**src/core/scrb_pkg.sv**
```systemverilog
// package: register map, field layout and codes of the system config bank
package scrb_pkg;

    // register byte offsets
    localparam logic [7:0]  SCRB_OFS_CFG     = 8'h00;
    localparam logic [7:0]  SCRB_OFS_SEL0    = 8'h08;
    localparam logic [7:0]  SCRB_OFS_SEL1    = 8'h0c;
    localparam logic [7:0]  SCRB_OFS_SEL2    = 8'h10;
    localparam logic [7:0]  SCRB_OFS_SEL3    = 8'h14;

    // field positions in the config register
    localparam int unsigned SCRB_BIT_T2_RMP  = 12;
    localparam int unsigned SCRB_BIT_T1_RMP  = 11;
    localparam int unsigned SCRB_BIT_RX_RMP  = 10;
    localparam int unsigned SCRB_BIT_TX_RMP  = 9;
    localparam int unsigned SCRB_BIT_ADC_RMP = 8;
    localparam int unsigned SCRB_MEM_LSB     = 0;
    localparam int unsigned SCRB_MEM_W       = 2;

    // writable bits and reset values
    localparam logic [31:0] SCRB_CFG_MASK    = 32'h0000_1f03;
    localparam logic [31:0] SCRB_SEL_MASK    = 32'h0000_ffff;
    localparam logic [31:0] SCRB_CFG_RST     = 32'h0000_0000;
    localparam logic [31:0] SCRB_SEL_RST     = 32'h0000_0000;

    // external interrupt source codes
    localparam int unsigned SCRB_SEL_W       = 4;
    localparam int unsigned SCRB_LINES       = 16;
    localparam int unsigned SCRB_SEL_PER_REG = 4;
    localparam logic [3:0]  SCRB_SRC_PA      = 4'h0;
    localparam logic [3:0]  SCRB_SRC_PB      = 4'h1;
    localparam logic [3:0]  SCRB_SRC_PC      = 4'h2;
    localparam logic [3:0]  SCRB_SRC_PD      = 4'h3;

    // memory placed at address zero
    typedef enum logic [2:0] {
        SCRB_MEM_MAIN   = 3'b001,
        SCRB_MEM_SYSTEM = 3'b010,
        SCRB_MEM_RAM    = 3'b100
    } scrb_mem_e;

    // dma requests from the requesting peripherals
    typedef struct packed {
        logic second_single_timer_channel_request;
        logic second_single_timer_update_request;
        logic first_single_timer_channel_request;
        logic first_single_timer_update_request;
        logic serial_receive_request;
        logic serial_transmit_request;
        logic converter_request;
    } scrb_dma_req_s;

    // remap selects as seen by the routing
    typedef struct packed {
        logic second_single_timer_dma_remap;
        logic first_single_timer_dma_remap;
        logic serial_receive_dma_remap;
        logic serial_transmit_dma_remap;
        logic converter_dma_remap;
    } scrb_remap_s;

endpackage : scrb_pkg

```
**src/core/scrb_bank.sv**
```systemverilog
// system configuration bank: dma remap, boot memory select, irq source mux
//
// Function
// - bit 12 moves second timer channel and update requests from dma 1 to 2
// - bit 11 moves first timer channel and update requests from dma 3 to 4
// - bit 10 moves serial receive request from dma channel 3 to 5
// - bit 9 moves serial transmit request from dma channel 2 to 4
// - bit 8 moves converter request from dma channel 1 to 2
// - memory field x0 main flash, 01 system flash, 11 ram at zero
// - memory field loads from boot pin and option bit; software may override
// - four-bit selector per irq line picks port a, b, c or d pin
// - four selectors per register in bits 15:0, lines 0-15 over four regs
//
// Our own choice: the APB register port.
module scrb_bank (
    // clock and reset
    input  wire logic                     core_clk,
    input  wire logic                     rst,
    // apb slave
    input  wire logic                     psel,
    input  wire logic                     penable,
    input  wire logic                     pwrite,
    input  wire logic [7:0]               paddr,
    input  wire logic [31:0]              pwdata,
    input  wire logic [3:0]               pstrb,
    output logic                          pready,
    output logic                          pslverr,
    output logic [31:0]                   prdata,
    // boot straps
    input  wire logic                     boot_select_pin,
    input  wire logic                     inverted_boot_option_bit,
    // dma request routing
    input  wire scrb_pkg::scrb_dma_req_s  dma_req_in,
    output logic [5:1]                    dma_chan_req,
    output scrb_pkg::scrb_remap_s         remap_sel,
    // memory decoder
    output scrb_pkg::scrb_mem_e           mem_select,
    // external interrupt source mux
    input  wire logic [15:0]              gpio_port_a,
    input  wire logic [15:0]              gpio_port_b,
    input  wire logic [15:0]              gpio_port_c,
    input  wire logic [15:0]              gpio_port_d,
    output logic [15:0]                   ext_irq_line
);
    import scrb_pkg::*;

    // register index decode, shared by write and read paths
    function automatic logic [2:0] reg_index(input logic [7:0] addr);
        unique case (addr)
            SCRB_OFS_CFG:   reg_index = 3'h1;
            SCRB_OFS_SEL0:  reg_index = 3'h2;
            SCRB_OFS_SEL1:  reg_index = 3'h3;
            SCRB_OFS_SEL2:  reg_index = 3'h4;
            SCRB_OFS_SEL3:  reg_index = 3'h5;
            default:        reg_index = 3'h0;
        endcase
    endfunction : reg_index

    // byte strobe expansion to a bit mask
    function automatic logic [31:0] strb_mask(input logic [3:0] strb);
        strb_mask = {{8{strb[3]}}, {8{strb[2]}}, {8{strb[1]}}, {8{strb[0]}}};
    endfunction : strb_mask

    logic [31:0] cfg_reg;
    logic [31:0] src_sel_reg [4];
    logic        boot_pend_reg;
    logic        boot_meta_reg;
    logic        boot_sync_reg;
    logic [15:0] pa_meta_reg, pb_meta_reg, pc_meta_reg, pd_meta_reg;
    logic [15:0] pa_sync_reg, pb_sync_reg, pc_sync_reg, pd_sync_reg;
    logic [31:0] prdata_reg;
    logic [5:1]  dma_chan_reg;
    logic [15:0] ext_irq_reg;
    logic        wr_en;
    logic        rd_setup;
    logic [2:0]  idx;
    logic [31:0] wmask;
    logic [1:0]  boot_mem;
    logic [15:0] ext_irq_next;
    logic [5:1]  dma_chan_next;

    // bus decode: zero wait state, error on unmapped offsets
    assign idx      = reg_index(paddr);
    assign wr_en    = psel && penable && pwrite && (idx != 3'h0);
    assign rd_setup = psel && !penable;
    assign wmask    = strb_mask(pstrb);
    assign pready   = 1'b1;
    assign pslverr  = psel && penable && (idx == 3'h0);
    assign prdata   = prdata_reg;

    // boot strap pin synchroniser, runs through reset
    always_ff @(posedge core_clk) begin
        boot_meta_reg <= boot_select_pin;
        boot_sync_reg <= boot_meta_reg;
    end

    // gpio pin synchronisers, two stages each
    always_ff @(posedge core_clk) begin
        pa_meta_reg <= gpio_port_a;
        pb_meta_reg <= gpio_port_b;
        pc_meta_reg <= gpio_port_c;
        pd_meta_reg <= gpio_port_d;
        pa_sync_reg <= pa_meta_reg;
        pb_sync_reg <= pb_meta_reg;
        pc_sync_reg <= pc_meta_reg;
        pd_sync_reg <= pd_meta_reg;
    end

    // boot pin low gives main flash, else option bit picks system or ram
    assign boot_mem = {boot_sync_reg & ~inverted_boot_option_bit,
                       boot_sync_reg};

    // strap is caught on the first edge after reset release
    always_ff @(posedge core_clk) begin
        if (rst) begin
            boot_pend_reg <= 1'b1;
        end else begin
            boot_pend_reg <= 1'b0;
        end
    end

    // config register: software write wins over the boot load
    always_ff @(posedge core_clk) begin
        if (rst) begin
            cfg_reg <= SCRB_CFG_RST;
        end else if (wr_en && idx == 3'h1) begin
            cfg_reg <= (cfg_reg & ~(wmask & SCRB_CFG_MASK))
                     | (pwdata & wmask & SCRB_CFG_MASK);
        end else if (boot_pend_reg) begin
            cfg_reg[SCRB_MEM_LSB +: SCRB_MEM_W] <= boot_mem;
        end
    end

    // selector registers, one per four lines
    for (genvar r = 0; r < 4; r++) begin : g_sel_reg
        always_ff @(posedge core_clk) begin
            if (rst) begin
                src_sel_reg[r] <= SCRB_SEL_RST;
            end else if (wr_en && idx == 3'(r + 2)) begin
                src_sel_reg[r] <= (src_sel_reg[r] & ~(wmask & SCRB_SEL_MASK))
                                | (pwdata & wmask & SCRB_SEL_MASK);
            end
        end
    end

    // read data captured in the setup phase
    always_ff @(posedge core_clk) begin
        if (rst) begin
            prdata_reg <= 32'h0000_0000;
        end else if (rd_setup) begin
            unique case (idx)
                3'h1:    prdata_reg <= cfg_reg & SCRB_CFG_MASK;
                3'h2:    prdata_reg <= src_sel_reg[0] & SCRB_SEL_MASK;
                3'h3:    prdata_reg <= src_sel_reg[1] & SCRB_SEL_MASK;
                3'h4:    prdata_reg <= src_sel_reg[2] & SCRB_SEL_MASK;
                3'h5:    prdata_reg <= src_sel_reg[3] & SCRB_SEL_MASK;
                default: prdata_reg <= 32'h0000_0000;
            endcase
        end
    end

    // remap selects straight from the config register
    assign remap_sel.second_single_timer_dma_remap = cfg_reg[SCRB_BIT_T2_RMP];
    assign remap_sel.first_single_timer_dma_remap  = cfg_reg[SCRB_BIT_T1_RMP];
    assign remap_sel.serial_receive_dma_remap      = cfg_reg[SCRB_BIT_RX_RMP];
    assign remap_sel.serial_transmit_dma_remap     = cfg_reg[SCRB_BIT_TX_RMP];
    assign remap_sel.converter_dma_remap           = cfg_reg[SCRB_BIT_ADC_RMP];

    // request routing onto dma channels 1 to 5
    always_comb begin
        logic t2;
        logic t1;
        t2 = dma_req_in.second_single_timer_channel_request
           | dma_req_in.second_single_timer_update_request;
        t1 = dma_req_in.first_single_timer_channel_request
           | dma_req_in.first_single_timer_update_request;
        dma_chan_next[1] = (t2 & ~remap_sel.second_single_timer_dma_remap)
                         | (dma_req_in.converter_request
                            & ~remap_sel.converter_dma_remap);
        dma_chan_next[2] = (t2 & remap_sel.second_single_timer_dma_remap)
                         | (dma_req_in.serial_transmit_request
                            & ~remap_sel.serial_transmit_dma_remap)
                         | (dma_req_in.converter_request
                            & remap_sel.converter_dma_remap);
        dma_chan_next[3] = (t1 & ~remap_sel.first_single_timer_dma_remap)
                         | (dma_req_in.serial_receive_request
                            & ~remap_sel.serial_receive_dma_remap);
        dma_chan_next[4] = (t1 & remap_sel.first_single_timer_dma_remap)
                         | (dma_req_in.serial_transmit_request
                            & remap_sel.serial_transmit_dma_remap);
        dma_chan_next[5] = dma_req_in.serial_receive_request
                         & remap_sel.serial_receive_dma_remap;
    end

    // registered channel requests
    always_ff @(posedge core_clk) begin
        if (rst) begin
            dma_chan_reg <= 5'h00;
        end else begin
            dma_chan_reg <= dma_chan_next;
        end
    end
    assign dma_chan_req = dma_chan_reg;

    // memory select decode from the two-bit field
    always_comb begin
        if (!cfg_reg[SCRB_MEM_LSB]) begin
            mem_select = SCRB_MEM_MAIN;
        end else if (!cfg_reg[SCRB_MEM_LSB + 1]) begin
            mem_select = SCRB_MEM_SYSTEM;
        end else begin
            mem_select = SCRB_MEM_RAM;
        end
    end

    // per-line source mux, unknown codes give a quiet line
    for (genvar l = 0; l < 16; l++) begin : g_sel_mux
        logic [3:0] sel;
        assign sel =
            src_sel_reg[l / 4][(l % 4) * SCRB_SEL_W +: SCRB_SEL_W];
        always_comb begin
            unique case (sel)
                SCRB_SRC_PA: ext_irq_next[l] = pa_sync_reg[l];
                SCRB_SRC_PB: ext_irq_next[l] = pb_sync_reg[l];
                SCRB_SRC_PC: ext_irq_next[l] = pc_sync_reg[l];
                SCRB_SRC_PD: ext_irq_next[l] = pd_sync_reg[l];
                default:     ext_irq_next[l] = 1'b0;
            endcase
        end
    end

    // registered interrupt lines
    always_ff @(posedge core_clk) begin
        if (rst) begin
            ext_irq_reg <= 16'h0000;
        end else begin
            ext_irq_reg <= ext_irq_next;
        end
    end
    assign ext_irq_line = ext_irq_reg;
endmodule : scrb_bank

```
**config.mk**
```make
export PLATFORM = sky130hd
export DESIGN_NAME = scrb_bank
export DESIGN_NICKNAME = d
export VERILOG_FILES = /design/src/core/scrb_pkg.sv /design/src/core/scrb_bank.sv
export SDC_FILE = /design/constraint.sdc
export NUM_CORES = 1
export LEC_CHECK = 0
export ABC_AREA = 1
export BUFFER_PORTS_ARGS = -buffer_cell sky130_fd_sc_hd__buf_2
export CAP_MARGIN = 10
export CORE_MARGIN = 5
export CORE_UTILIZATION = 30
export DETAILED_ROUTE_END_ITERATION = 12
export GPL_ROUTABILITY_DRIVEN = 0
export PLACE_DENSITY = 0.5
export SKIP_LAST_GASP = 1
export SLEW_MARGIN = 20
export SYNTH_ARGS = -nofsm -noshare
export SYNTH_HDL_FRONTEND = slang
export SYNTH_SLANG_ARGS = --single-unit
export TNS_END_PERCENT = 30
```
**constraint.sdc**
```tcl
create_clock -name core_clk -period 3.4 [get_ports core_clk]
set_input_delay 0.51 -clock core_clk [delete_from_list [all_inputs] [get_ports core_clk]]
set_output_delay 0.51 -clock core_clk [all_outputs]
set_load 0.03 [all_outputs]
```
==> impl_metrics.json <==
{
  "num_vias": 6199,
  "yosysTopAreaCellShare_pct": 40.1,
  "drc_errors": 0,
  "grt_antenna_before_repair": 2,
  "row_count": 62,
  "synthXorXnorAreaFrac_pct": 0,
  "cts_tree": "done",
  "wirelength_microns": 21300,
  "synth_edf_count": 64,
  "synth.distinct_cells": 33,
  "synth.top_cells.by_area": "dfxtp_1 (40%), edfxtp_1 (22%), a21oi_1 (6.6%), nor2_4 (5.7%), nand2_1 (5.6%)",
  "grt_setup_unrepaired": "false",
  "leakage_nw": 4.62,
  "fillCellCount": 2921,
  "fin_nets": 1146,
  "htreeDepth": 1,
  "synth_top_area_cell": "dfxtp_1",
  "cp.arrival_ns": 1.64,
  "post_cts_buffers": 0,
  "netlist_top_cells_count": "dfxtp_1 (175), nand2_1 (131), a21oi_1 (115)",
  "endpoint_kind": "output pin",
  "grt_pass1_vias": 6020,
  "ctsResizeCount": 0,
  "diodes": 0,
  "syn_avg_cell_area_sq_um": 10.1,
  "drtIter0Drc": 406,
  "io_pins": 185,
  "synthCells": 867,
  "min_period_over_period_pct": 63.1,
  "grt_use_total_pct": 12.7,
  "vias_per_cell": 4.34,
  "crit_type": "primary input to output pin",
  "start_util_pct": 30.5,
  "yosysMostFrequentCell": "dfxtp_1",
  "drt_pass1_iterations": 4,
  "die_area_sq_mm": 0.0327,
  "synth-compound-area-share_pct": 10.3,
  "cts_made_buffers": 27,
  "hpwlAfterDp_microns": 15600,
  "setup_viol": 0,
  "core_area_sq_mm": 0.0287,
  "peakVddDrop_uv": 330,
  "synth_top_family_by_area": "simple AND/OR/NAND/NOR gates",
  "io_buffers": 149,
  "cap_violations": 0,
  "hold_viol": 0,
  "async_flop_share_pct": 0,
  "ys.flop_type": "dfxtp_1",
  "ctsRootBufferMaster": "clkbuf_16",
  "status": "finished clean",
  "period_needed_ns": 2.15,
  "drv_slew": 0,
  "clock_latency_ns": 0.53,
  "wl_per_cell_microns": 14.9,
  "tightest_slew_ns": 1.02,
  "cp-start-kind": "primary input",
  "yosysSeqAreaShare_pct": 62.1,
  "synth-adder-area-share_pct": 0,
  "p_per_area_mw_per_mm2": 596,
  "fin_util_pct": 37.3,
  "hold_path_class": "primary input to register",
  "yosys_register_bits": 239,
  "skew_ns": 0.0114,
  "clkTransAtPathRegs_ns": 0.06,
  "cts_hold_buffers": 0,
  "yosys.area_share.simple_pct": 20.1,
  "grt_max_degree": 33,
  "fin_setup_tns_ns": 0,
  "area_growth_pct": 22.6,
  "synthMuxAreaShare_pct": 0,
  "clock_path_buffers": 3,
  "synth_area_sq_mm": 0.00874,
  "timing.fmax_mhz": 466,
  "critPathRequiredTime_ns": 2.89,
  "yosys_warnings": 0,
  "crit_fanout": 9,
  "grt_pass1_wl_microns": 33500,
  "antenna_left": 0,
  "grt-ovfl-total": 0,
  "largest_reg_flops": 64,
  "die_w_microns": 181,
  "drive_gt1_share_pct": 26.0,
  "die_h_microns": 181,
  "cts.sinks": 239,
  "relSlewSlack_pct": 32.1
}
cells by family (layout without fill, tap and decap cells):
family                 Yosys count  in the layout
AO/OA/AOI/OAI                  173            173
other                            2             17
buffers and inverters          129            291
flip-flops                     239            239
AND/OR/NAND/NOR                324            324
worst paths after layout:
path | depth (start not counted) | slack, ns | start | end
setup / recovery | 7 | 1.25 | paddr[1] | pslverr
hold reg to reg | 0 | 0.32 | pa_meta_reg[2]$_DFF_P_ | pa_sync_reg[2]$_DFF_P_
setup reg to reg | 3 | 2.08 | src_sel_reg[0][1]$_SDFFCE_PN0P_ | ext_irq_line[0]$_SDFF_PP0_
hold / removal | 1 | 0.07 | gpio_port_c[12] | pc_meta_reg[12]$_DFF_P_
metal layers:
layer,track usage (%),part of all wire (%)
met1,18.3,48
met2,19.1,43
met3,3.04,6.6
met4,3.51,2.1
met5,0,0.13
power by group:
group / internal [mW] / switching (mW)
sequential: 3.04 / 0.0530
combinational: 0.107 / 0.231
clock: 1.79 / 1.17
critical path: stages:
cell      delay, ns
buf_2          0.11
nor2_2         0.22
nand2_2        0.15
nor2_8         0.19
nand3b_4       0.19
nor2_1         0.08
buf_2          0.18
metrics by stage:
step	setup WS (ns)	total power, mW	instances	instance area [sq um]	hold WS, ns
after floorplan	0.646	3.36	882	8800	0.310
after global placement	0.980	3.49	1379	9780	0.311
after detailed placement	0.956	3.50	1379	9780	0.312
after CTS	1.24	6.50	1428	10700	0.0469
after global routing	1.17	6.66	1428	10700	0.0499
final	1.25	6.39	1428	10700	0.0744
cells in the final DEF (no fill, tap or decap), types with 2 or more instances in the layout:
| cell | n |
|---|---|
| o21ai_0 | 37 |
| o21bai_1 | 2 |
| nand2_1 | 131 |
| dfxtp_1 | 175 |
| a21oi_1 | 115 |
| o21ai_1 | 7 |
| conb_1 | 17 |
| inv_1 | 76 |
| buf_2 | 149 |
| nand2_4 | 3 |
| nand2_2 | 2 |
| nor2_1 | 62 |
| nor3_1 | 5 |
| clkbuf_1 | 3 |
| nor2_2 | 4 |
| clkbuf_8 | 3 |
| clkinv_4 | 2 |
| clkbuf_16 | 31 |
| edfxtp_1 | 64 |
| clkinvlp_4 | 2 |
| nand3_1 | 62 |
| nand4_1 | 5 |
| a211oi_1 | 9 |
| clkinv_2 | 5 |
| nor2_4 | 44 |
| buf_4 | 15 |
layout make-up:
class                      count  area (sq um)  area share [%]
inverter                      78           294            2.74
sequential                   239          5430            50.6
clock inverter                12           109            1.02
clock buffer                  37           828            7.73
timing repair buffer         164           858            8.01
tap                          384           480            4.48
multi-input combinational    514          2720            25.4
(Power assumes the default switching activity.)
